### src/rtl/fir_defines.svh
// Behaviour
// [RULE1] An injected fault trigger is handled exactly like a detected fault of the same type.
// [RULE2] An injected trigger stays set until the power manager clears the injection request.
// [RULE3] A fault pulls the group fault lines as its propagation setting says and shuts the unit.
// [RULE4] A non-latching fault counts as cleared as soon as its trigger goes away.
// [RULE5] After a non-latching fault clears, the unit waits a 130 ms hiccup time, then restarts.
// [RULE6] Units of the group and system shut down by propagation restart along with the source.
// [RULE7] A latching fault keeps the output off after its trigger goes away.
// [RULE8] A latched fault is cleared by toggling the enable pin or by an off command.
// [RULE9] The one shared line carries both synchronisation timing and commands.
// [RULE10] Each unit signals and follows faults on the fault line of its assigned group.
// [RULE11] The power manager always reads a low group fault line as a fault indication.
`ifndef FIR_DEFINES_SVH
`define FIR_DEFINES_SVH

// Fault sources and their index in every fault vector
`define FIR_N_FAULT 4
`define FIR_FAULT_OC 0
`define FIR_FAULT_OV 1
`define FIR_FAULT_UV 2
`define FIR_FAULT_OVER_TEMPERATURE 3
`define FIR_GROUPS 4

// Timing
`define FIR_CLK_NS 8
`define FIR_HICCUP_MS 130
`define FIR_HICCUP_CYCLES ((`FIR_HICCUP_MS * 1000000) / `FIR_CLK_NS)
`define FIR_CNT_W 24
`define FIR_SYNC_MIN_NS 2000
`define FIR_SYNC_MIN_CYCLES ((`FIR_SYNC_MIN_NS + `FIR_CLK_NS - 1) / `FIR_CLK_NS)
`define FIR_BIT_NS 400
`define FIR_BIT_CYCLES (`FIR_BIT_NS / `FIR_CLK_NS)

// Command frame layout, first bit received ends up in the MSB
`define FIR_FRAME_BITS 10
`define FIR_ADDR_W 5
`define FIR_ADDR_LSB 5
`define FIR_OP_W 3
`define FIR_OP_LSB 2
`define FIR_ARG_W 2
`define FIR_ARG_LSB 0

// Reset values
`define FIR_INJ_RST 4'h0
`define FIR_SCOPE_RST 2'h0

`endif

### src/rtl/fir_pkg.sv
package fir_pkg;

  typedef enum logic [2:0] {
    FIR_ST_OFF     = 3'b000,
    FIR_ST_RUN     = 3'b001,
    FIR_ST_FAULT   = 3'b010,
    FIR_ST_HICCUP  = 3'b011,
    FIR_ST_LATCHED = 3'b100
  } fir_state_e;

  typedef enum logic [2:0] {
    FIR_OP_NOP     = 3'b000,
    FIR_OP_ON      = 3'b001,
    FIR_OP_OFF     = 3'b010,
    FIR_OP_INJ_SET = 3'b011,
    FIR_OP_INJ_CLR = 3'b100
  } fir_op_e;

  // Propagation setting per fault; bit 0 group, bit 1 system
  typedef enum logic [1:0] {
    FIR_PROP_NONE   = 2'b00,
    FIR_PROP_GROUP  = 2'b01,
    FIR_PROP_SYSTEM = 2'b10
  } fir_prop_e;

endpackage

### src/rtl/fir_sync_cmd_rx.sv
`timescale 1ns/100ps
`default_nettype none
`include "fir_defines.svh"

module fir_sync_cmd_rx #(
  parameter int unsigned SYNC_MIN = `FIR_SYNC_MIN_CYCLES,
  parameter int unsigned BIT_CYCLES = `FIR_BIT_CYCLES,
  parameter int unsigned FRAME_BITS = `FIR_FRAME_BITS
) (
  // Clock and reset
  input wire logic clk_i,
  input wire logic rstn_i,
  input wire logic ce_i,
  // Shared line
  input wire logic line_i,
  // Recovered timing and commands
  output logic sync_tick_o,
  output logic cmd_valid_o,
  output logic [FRAME_BITS-1:0] cmd_frame_o
);
  localparam int unsigned LW = $clog2(SYNC_MIN + 1) + 1;
  localparam int unsigned PW = $clog2(BIT_CYCLES + 1) + 1;
  localparam int unsigned BW = $clog2(FRAME_BITS + 1) + 1;

  logic line_q_reg;
  logic [LW-1:0] low_cnt_reg;
  logic in_frame_reg;
  logic [PW-1:0] phase_reg;
  logic [BW-1:0] bit_cnt_reg;
  logic [FRAME_BITS-1:0] shift_reg;

  // Long low only counts as sync between frames; data zeros are shorter than a frame
  wire rise = !line_q_reg && line_i;
  wire low_long = (low_cnt_reg >= LW'(SYNC_MIN));
  wire sync_hit = rise && low_long && !in_frame_reg; // [RULE9]
  wire sample = in_frame_reg && (phase_reg == '0);
  wire last_bit = sample && (bit_cnt_reg == BW'(FRAME_BITS - 1));
  wire [FRAME_BITS-1:0] shift_next = {shift_reg[FRAME_BITS-2:0], line_i};

  always_ff @(posedge clk_i or negedge rstn_i) begin
    if (!rstn_i) begin
      line_q_reg <= 1'b1;
      low_cnt_reg <= '0;
      in_frame_reg <= 1'b0;
      phase_reg <= '0;
      bit_cnt_reg <= '0;
      shift_reg <= '0;
      sync_tick_o <= 1'b0;
      cmd_valid_o <= 1'b0;
      cmd_frame_o <= '0;
    end else if (ce_i) begin
      line_q_reg <= line_i;
      sync_tick_o <= sync_hit; // [RULE9]
      cmd_valid_o <= last_bit; // [RULE9]
      // Trailing data zeros must not run on into a false sync after the frame
      if (line_i || in_frame_reg) begin
        low_cnt_reg <= '0;
      end else if (!low_long) begin
        low_cnt_reg <= low_cnt_reg + LW'(1);
      end
      if (sync_hit) begin
        in_frame_reg <= 1'b1;
        phase_reg <= PW'(BIT_CYCLES / 2);
        bit_cnt_reg <= '0;
      end else if (sample) begin
        shift_reg <= shift_next;
        phase_reg <= PW'(BIT_CYCLES - 1);
        bit_cnt_reg <= bit_cnt_reg + BW'(1);
        if (last_bit) begin
          in_frame_reg <= 1'b0;
          cmd_frame_o <= shift_next;
        end
      end else if (in_frame_reg) begin
        phase_reg <= phase_reg - PW'(1);
      end
    end
  end

endmodule // fir_sync_cmd_rx

`default_nettype wire

### src/rtl/fir_fault_inject_recovery.sv
`timescale 1ns/100ps
`default_nettype none
`include "fir_defines.svh"

module fir_fault_inject_recovery #(
  parameter int unsigned N_FAULT = `FIR_N_FAULT,
  parameter int unsigned GROUPS = `FIR_GROUPS,
  parameter int unsigned CNT_W = `FIR_CNT_W,
  parameter int unsigned HICCUP_CYCLES = `FIR_HICCUP_CYCLES,
  parameter int unsigned SYNC_MIN = `FIR_SYNC_MIN_CYCLES,
  parameter int unsigned BIT_CYCLES = `FIR_BIT_CYCLES
) (
  // Clock, reset, enable
  input wire logic clk_i,
  input wire logic rstn_i,
  input wire logic ce_i,
  // Shared sync and command line
  input wire logic sync_comm_line_i,
  output logic sync_tick_o,
  // Group fault lines, open drain
  input wire logic [GROUPS-1:0] group_ok_i,
  output logic [GROUPS-1:0] group_ok_o,
  output logic [GROUPS-1:0] group_ok_oe_o,
  // Configuration
  input wire logic [`FIR_ADDR_W-1:0] unit_addr_i,
  input wire logic [$clog2(GROUPS)-1:0] group_sel_i,
  input wire logic [N_FAULT-1:0] latch_cfg_i,
  input wire logic [2*N_FAULT-1:0] prop_cfg_i,
  // Converter side
  input wire logic enable_pin_i,
  input wire logic [N_FAULT-1:0] fault_det_i,
  output logic output_on_o,
  output logic [N_FAULT-1:0] fault_active_o,
  output logic latched_o,
  output logic hiccup_o,
  output logic group_hold_o
);
  // Propagation scope of all triggered faults, bit 0 group and bit 1 system
  function automatic logic [1:0] scope_of(input logic [N_FAULT-1:0] trig,
                                          input logic [2*N_FAULT-1:0] cfg);
    logic [1:0] acc;
    acc = 2'h0;
    for (int i = 0; i < N_FAULT; i++) begin
      if (trig[i]) begin
        acc = acc | cfg[2*i +: 2];
      end
    end
    return acc;
  endfunction

  // States in which this unit still owns a fault
  function automatic logic faulted(input fir_pkg::fir_state_e s);
    return (s == fir_pkg::FIR_ST_FAULT) ||
           (s == fir_pkg::FIR_ST_HICCUP) ||
           (s == fir_pkg::FIR_ST_LATCHED);
  endfunction

  // Command receiver
  logic cmd_valid;
  logic [`FIR_FRAME_BITS-1:0] cmd_frame;

  fir_sync_cmd_rx #(
    .SYNC_MIN(SYNC_MIN),
    .BIT_CYCLES(BIT_CYCLES),
    .FRAME_BITS(`FIR_FRAME_BITS)
  ) u_rx (
    .clk_i(clk_i),
    .rstn_i(rstn_i),
    .ce_i(ce_i),
    .line_i(sync_comm_line_i),
    .sync_tick_o(sync_tick_o),
    .cmd_valid_o(cmd_valid),
    .cmd_frame_o(cmd_frame)
  );

  wire [`FIR_ADDR_W-1:0] cmd_addr = cmd_frame[`FIR_ADDR_LSB +: `FIR_ADDR_W];
  wire [`FIR_OP_W-1:0] cmd_op = cmd_frame[`FIR_OP_LSB +: `FIR_OP_W];
  wire [`FIR_ARG_W-1:0] cmd_arg = cmd_frame[`FIR_ARG_LSB +: `FIR_ARG_W];
  wire cmd_mine = cmd_valid && (cmd_addr == unit_addr_i);
  wire cmd_on = cmd_mine && (cmd_op == fir_pkg::FIR_OP_ON);
  wire cmd_off = cmd_mine && (cmd_op == fir_pkg::FIR_OP_OFF);
  wire cmd_inj_set = cmd_mine && (cmd_op == fir_pkg::FIR_OP_INJ_SET);
  wire cmd_inj_clr = cmd_mine && (cmd_op == fir_pkg::FIR_OP_INJ_CLR);

  // State
  fir_pkg::fir_state_e state_reg;
  fir_pkg::fir_state_e state_next;
  logic [N_FAULT-1:0] inj_reg;
  logic [N_FAULT-1:0] inj_next;
  logic [1:0] scope_reg;
  logic [1:0] scope_next;
  logic [CNT_W-1:0] hic_cnt_reg;
  logic [CNT_W-1:0] hic_cnt_next;
  logic run_req_reg;
  logic en_q_reg;
  logic [GROUPS-1:0] pull_next;
  logic on_next;

  // Injection request held until its clear command
  wire [N_FAULT-1:0] inj_bit = N_FAULT'(1) << cmd_arg;
  always_comb begin
    inj_next = inj_reg;
    if (cmd_inj_clr) begin
      inj_next = inj_next & ~inj_bit; // [RULE2]
    end
    if (cmd_inj_set) begin
      inj_next = inj_next | inj_bit; // [RULE2]
    end
  end

  // Injected and detected triggers share one path from here on
  wire [N_FAULT-1:0] trig = fault_det_i | inj_reg; // [RULE1]
  wire fault_hit = |trig;
  wire latch_hit = |(trig & latch_cfg_i);
  wire [1:0] trig_scope = scope_of(trig, prop_cfg_i);

  // Latched clear by enable toggle or off command
  wire en_fall = en_q_reg && !enable_pin_i;
  wire latch_clr = cmd_off || en_fall; // [RULE8]
  wire run_ok = run_req_reg && enable_pin_i && !cmd_off;
  wire hic_done = (hic_cnt_reg == '0);

  // Following a fault of the assigned group line that someone else pulls
  wire own_line_low = !group_ok_i[group_sel_i]; // [RULE10]
  wire own_pulling = group_ok_oe_o[group_sel_i];
  wire follow_hold = own_line_low && !own_pulling; // [RULE3]

  always_comb begin
    state_next = state_reg;
    hic_cnt_next = hic_cnt_reg;
    case (state_reg)
      fir_pkg::FIR_ST_OFF: begin
        if (latch_hit) begin
          state_next = fir_pkg::FIR_ST_LATCHED;
        end else if (fault_hit) begin
          state_next = fir_pkg::FIR_ST_FAULT;
        end else if (run_ok) begin
          state_next = fir_pkg::FIR_ST_RUN;
        end
      end
      fir_pkg::FIR_ST_RUN: begin
        if (latch_hit) begin
          state_next = fir_pkg::FIR_ST_LATCHED; // [RULE3]
        end else if (fault_hit) begin
          state_next = fir_pkg::FIR_ST_FAULT; // [RULE3]
        end else if (!run_ok) begin
          state_next = fir_pkg::FIR_ST_OFF;
        end
      end
      fir_pkg::FIR_ST_FAULT: begin
        if (latch_hit) begin
          state_next = fir_pkg::FIR_ST_LATCHED;
        end else if (!fault_hit) begin
          state_next = fir_pkg::FIR_ST_HICCUP; // [RULE4]
          hic_cnt_next = CNT_W'(HICCUP_CYCLES - 1); // [RULE5]
        end
      end
      fir_pkg::FIR_ST_HICCUP: begin
        if (latch_hit) begin
          state_next = fir_pkg::FIR_ST_LATCHED;
        end else if (fault_hit) begin
          state_next = fir_pkg::FIR_ST_FAULT;
        end else if (hic_done) begin
          // Auto restart needs no command, only the standing run request and a high enable pin
          state_next = run_ok ? fir_pkg::FIR_ST_RUN : fir_pkg::FIR_ST_OFF; // [RULE5]
        end else begin
          hic_cnt_next = hic_cnt_reg - CNT_W'(1); // [RULE5]
        end
      end
      fir_pkg::FIR_ST_LATCHED: begin
        // Trigger removal alone changes nothing here
        if (latch_clr) begin
          state_next = fir_pkg::FIR_ST_OFF; // [RULE8] [RULE7]
        end
      end
      default: begin
        state_next = fir_pkg::FIR_ST_OFF;
      end
    endcase
  end

  // Scope gathers while faulted, holds through hiccup and latch
  wire st_next_faulted = faulted(state_next);
  wire st_faulted = faulted(state_reg);

  always_comb begin
    scope_next = `FIR_SCOPE_RST;
    if (st_next_faulted) begin
      scope_next = (st_faulted ? scope_reg : `FIR_SCOPE_RST) | trig_scope; // [RULE3]
    end
  end

  // Pull held through hiccup, so followers restart when the source does
  always_comb begin
    pull_next = '0;
    if (st_next_faulted) begin
      if (scope_next[1]) begin
        pull_next = '1; // [RULE3] [RULE6]
      end else if (scope_next[0]) begin
        pull_next[group_sel_i] = 1'b1; // [RULE3] [RULE10] [RULE11]
      end
    end
  end

  // Output on only in run with no group fault held by another unit
  always_comb begin
    on_next = (state_next == fir_pkg::FIR_ST_RUN) && !follow_hold; // [RULE6]
  end

  always_ff @(posedge clk_i or negedge rstn_i) begin
    if (!rstn_i) begin
      state_reg <= fir_pkg::FIR_ST_OFF;
    end else if (ce_i) begin
      state_reg <= state_next;
    end
  end

  always_ff @(posedge clk_i or negedge rstn_i) begin
    if (!rstn_i) begin
      inj_reg <= `FIR_INJ_RST;
    end else if (ce_i) begin
      inj_reg <= inj_next; // [RULE2]
    end
  end

  always_ff @(posedge clk_i or negedge rstn_i) begin
    if (!rstn_i) begin
      scope_reg <= `FIR_SCOPE_RST;
    end else if (ce_i) begin
      scope_reg <= scope_next;
    end
  end

  always_ff @(posedge clk_i or negedge rstn_i) begin
    if (!rstn_i) begin
      hic_cnt_reg <= '0;
    end else if (ce_i) begin
      hic_cnt_reg <= hic_cnt_next;
    end
  end

  // Off wins over on; one frame never carries both
  always_ff @(posedge clk_i or negedge rstn_i) begin
    if (!rstn_i) begin
      run_req_reg <= 1'b0;
    end else if (ce_i) begin
      if (cmd_off) begin
        run_req_reg <= 1'b0; // [RULE8]
      end else if (cmd_on) begin
        run_req_reg <= 1'b1;
      end
    end
  end

  // Starts low so a pin already low at reset is no falling edge
  always_ff @(posedge clk_i or negedge rstn_i) begin
    if (!rstn_i) begin
      en_q_reg <= 1'b0;
    end else if (ce_i) begin
      en_q_reg <= enable_pin_i;
    end
  end

  always_ff @(posedge clk_i or negedge rstn_i) begin
    if (!rstn_i) begin
      group_ok_oe_o <= '0;
    end else if (ce_i) begin
      group_ok_oe_o <= pull_next; // [RULE3]
    end
  end

  always_ff @(posedge clk_i or negedge rstn_i) begin
    if (!rstn_i) begin
      output_on_o <= 1'b0;
    end else if (ce_i) begin
      output_on_o <= on_next;
    end
  end

  always_ff @(posedge clk_i or negedge rstn_i) begin
    if (!rstn_i) begin
      fault_active_o <= '0;
    end else if (ce_i) begin
      fault_active_o <= trig; // [RULE1]
    end
  end

  // Status follows next state so it lines up with the output register
  always_ff @(posedge clk_i or negedge rstn_i) begin
    if (!rstn_i) begin
      latched_o <= 1'b0;
      hiccup_o <= 1'b0;
    end else if (ce_i) begin
      latched_o <= (state_next == fir_pkg::FIR_ST_LATCHED);
      hiccup_o <= (state_next == fir_pkg::FIR_ST_HICCUP);
    end
  end

  always_ff @(posedge clk_i or negedge rstn_i) begin
    if (!rstn_i) begin
      group_hold_o <= 1'b0;
    end else if (ce_i) begin
      group_hold_o <= follow_hold;
    end
  end

  // Open drain: only ever drives low
  assign group_ok_o = '0;

endmodule // fir_fault_inject_recovery

`default_nettype wire

### config.mk
export PLATFORM = sky130hd
export DESIGN_NAME = fir_fault_inject_recovery
export DESIGN_NICKNAME = d
export VERILOG_FILES = /design/src/rtl/fir_pkg.sv /design/src/rtl/fir_sync_cmd_rx.sv /design/src/rtl/fir_fault_inject_recovery.sv
export VERILOG_INCLUDE_DIRS = /design/src /design/src/rtl
export SDC_FILE = /design/constraint.sdc
export NUM_CORES = 1
export LEC_CHECK = 0
export ABC_AREA = 1
export BUFFER_PORTS_ARGS = -buffer_cell sky130_fd_sc_hd__buf_2
export CORE_UTILIZATION = 60
export CTS_BUF_LIST = sky130_fd_sc_hd__clkbuf_8
export CTS_CLUSTER_SIZE = 14
export DETAILED_ROUTE_END_ITERATION = 16
export PLACE_DENSITY = 0.81
export SETUP_SLACK_MARGIN = 0.4
export SYNTH_ARGS = -nofsm -noshare
export SYNTH_HDL_FRONTEND = slang
export SYNTH_SLANG_ARGS = --single-unit
### constraint.sdc
create_clock -name clk_i -period 2.6 [get_ports clk_i]
set_input_delay 0.13 -clock clk_i [delete_from_list [all_inputs] [get_ports clk_i]]
set_output_delay 0.13 -clock clk_i [all_outputs]
set_load 0.1 [all_outputs]
==> results summary <==
The worst setup path is launched from a register. The DRC violation total after the first TritonRoute iteration came out at 226. The post-synth design cell area came out at 4990 um2. The initialized floorplan defines 32 standard-cell rows. The flip-flop count of the largest register, all copies and words added is 24. The count of antenna diodes in the layout came out at 0. The number of buffers inserted by hold repair at cts came out at 1. In the routed design, unresolved DRC markers number 0.

The share of Yosys cell area claimed by the top area cell type is 0.452. The maximum clock path buffer count is 2. The via count of the first global-routing pass came out at 4011. The global-route wire length before repair came out at 17700 um. The class of the tightest hold or removal check is primary input to register. The final max-slew violation count came out at 0. The count of cell types in the netlist came out at 48. The layout overhead on the synthesized area is 10.5%. The critical path is of the register to register type. The smallest clock period supported by the final layout is computed as 2.01 ns. The count of nets left with antenna violations after detail routing came out at 0. The die outline area came out at 8680 um2. The flow ran to the end, and the final reports show no timing, DRC or antenna violations. For this run, the number of Yosys warnings is 0. TritonCTS built the clock tree.

The power density of the placed cells is 809 nW/um2. Synthesis inferred 91 register bits. The max-capacitance violation count is 0. The worst clock skew on the final layout is 0.0150 ns. For this design the static power due to leakage is 0.00288 uW.

The placed wire-length estimate is 7880 um. Synthesis produced a netlist whose cell count is 633. At the end of routability-driven placement, the weighted congestion stood at 0.945. The worst setup path endpoint is hic_cnt_reg[8].

The endpoint type of the worst setup path is a register. The count of final hold-check violations came out at 0. 49 I/O pins were placed. The data arrival at the endpoint of the critical path is 2.30 ns. The net switching power figure is 1850 uW. The buffers inserted during post-CTS setup optimization is 0. The share of the yosys chip area belonging to registers came out at 0.457. The detailed-route wire length is 10600 um. The largest voltage drop on the vdd net came out at 0.478 mV. The maximum achievable frequency is 498 MHz. The post-route clock period utilization is 0.773. The first TritonRoute pass finished after 5 iterations. At the later pin of the worst-skew pair, clock insertion delay measures 0.36 ns. The final number of setup-violating endpoints came out at 0. The number of I/O port buffers is 44. The post-cts sizing count came out at 0. Setup total negative slack on the finished layout was measured at 0 ns. The internal power of the cells totals 2610 uW. The number of sinks on the clock net came out at 91. The largest total area in the synthesized netlist belongs to dfrtp_1.

The total global routing overflow is 0. The floorplan step set the die height to 93.2 um. At the worst endpoint, the required time is 2.89 ns.

The endpoint identified for the worst register-to-register timing path is hic_cnt_reg[8]. The register-to-register setup slack is 0.59 ns. The source of the worst register-to-register timing path is hic_cnt_reg[0]. The pin count of the biggest net entering global routing came out at 48. The fraction of power consumed by sequential logic came out at 0.430. The number of enable flip-flop cells after synthesis is 0. Among all flip-flop cells after synthesis, the most frequent one is dfrtp_1. After clock tree synthesis, the clock-pin slew on the worst setup and hold paths is 0.09 ns.

The switching part of the total power came out at 0.415. In the final design database the tool counted 721 nets. In the post-synthesis netlist, the biggest area contributors are dfrtp_1 45%, nand2_1 11%, inv_1 5.9%. The deepest level of the CTS H-tree came out at 3. The starting utilization of the core area came out at 0.632. The critical path starts at hic_cnt_reg[0]. The transition time of the tightest slew-check pin is 0.604 ns. Of the total power, combinational logic draws 0.347. The normalized max-slew margin is 0.597. The average instance in the mapped netlist occupies 7.88 um2.

The total global routing track utilization is 0.256. The share of flip-flops with an asynchronous set or reset is 1.00. Ranked by instance count, the synthesized netlist is headed by 144 x nand2_1, 90 x dfrtp_1, 78 x inv_1. The share of the core filled with cells came out at 0.699. Setup repair after global routing left no endpoint under its margin.

By instance count, the leading cell after synthesis is nand2_1. Dividing the detail-routed via count by the number of cells gives 5.48. The die is 93.2 um wide. The final route contains 4333 vias. The core footprint came out at 7890 um2. The fraction of layout instances using a drive strength above 1 came out at 0.164. Of all nets on the critical path, the largest fanout is 8. The fraction of power consumed by the clock network is 0.223. The number of clock buffers added by TritonCTS is 9. The cell chosen for the clock root is clkbuf_8. The path depth of the worst reg2reg path came out at 10. The average wire per cell in the routed design came out at 13.4 um.

The number of antenna violations at the first check in global routing is 0.
per-stage QoR:
step / setup slack [ns] / hold slack (ns) / instance area, um2 / total power [uW] / std cells
finish: 0.591 / 0.0463 / 5510 / 4460 / 790
CTS: 0.615 / 0.0421 / 5510 / 4470 / 790
global placement: 0.694 / 0.176 / 5300 / 3410 / 773
floorplan: 0.772 / -0.166 / 5000 / 3130 / 636
detailed placement: 0.612 / 0.178 / 5300 / 3470 / 773
global route: 0.408 / 0.0537 / 5510 / 4740 / 790
logic make-up after synthesis:
family                     Yosys count  synth area share
DFF                                 91             0.457
and+or+nand+nor                    302             0.277
xor gates and xnor gates            16            0.0281
buffers and inverters              102            0.0855
other                                1          0.000752
adders and majority gates            6            0.0151
AOI/OAI and AO/OA                  111             0.128
muxes                                4           0.00803
cell usage in the layout (no fill, tap or decap), drive strengths merged, types with 5 or more instances in the layout:
cell	n
nand3	41
o31ai	5
xor2	14
ha	6
inv	90
nor3	11
clkbuf	9
o21ai	77
nand2	154
buf	49
nor2	72
nand4	10
a21oi	17
dfrtp	90
worst min-delay path by stage:
stage / start / end / cells past startpoint
finish: sync_comm_line_i / u_rx.low_cnt_reg[1] / 2
CTS: sync_comm_line_i / u_rx.low_cnt_reg[1] / 2
detailed placement: rstn_i / hic_cnt_reg[14] / 1
global route: sync_comm_line_i / u_rx.line_q_reg / 3
floorplan: rstn_i / en_q_reg / 0
global placement: rstn_i / hic_cnt_reg[14] / 1
layout make-up:
type                       instances  area (um2)
multi-input combinational        443        2290
sequential                        91        2280
timing repair buffer              50         270
clock buffer                       9         124
tap                              102         128
clock inverter                     7        82.6
inverter                          88         337
fill                             606        2370
routing by layer:
| layer | GRT usage | share of wire |
|---|---|---|
| met4 | 0.0846 | 0.015 |
| met1 | 0.341 | 0.46 |
| met3 | 0.0382 | 0.053 |
| met2 | 0.428 | 0.47 |
| met5 | 0 | 0 |
power groups by stage:
stage,logic [uW],registers [uW],clock network (uW)
6_report,1550,1920,997
5_1_grt,1720,1950,1080
4_1_cts,1540,1910,1020
3_5_place_dp,1530,1940,0
3_3_place_gp,1490,1920,0
2_1_floorplan,988,2140,0
critical path: stages, from the launching register on:
cell and delay, ns:
dfrtp_1 0.40, inv_1 0.19, ha_1 0.33, nand2_4 0.11
nor4_4 0.31, nand2_2 0.10, nand2_4 0.12, nor2_2 0.08
clkinv_2 0.14, o21ai_1 0.08, nor2_1 0.09
(Power assumes the default switching activity.)
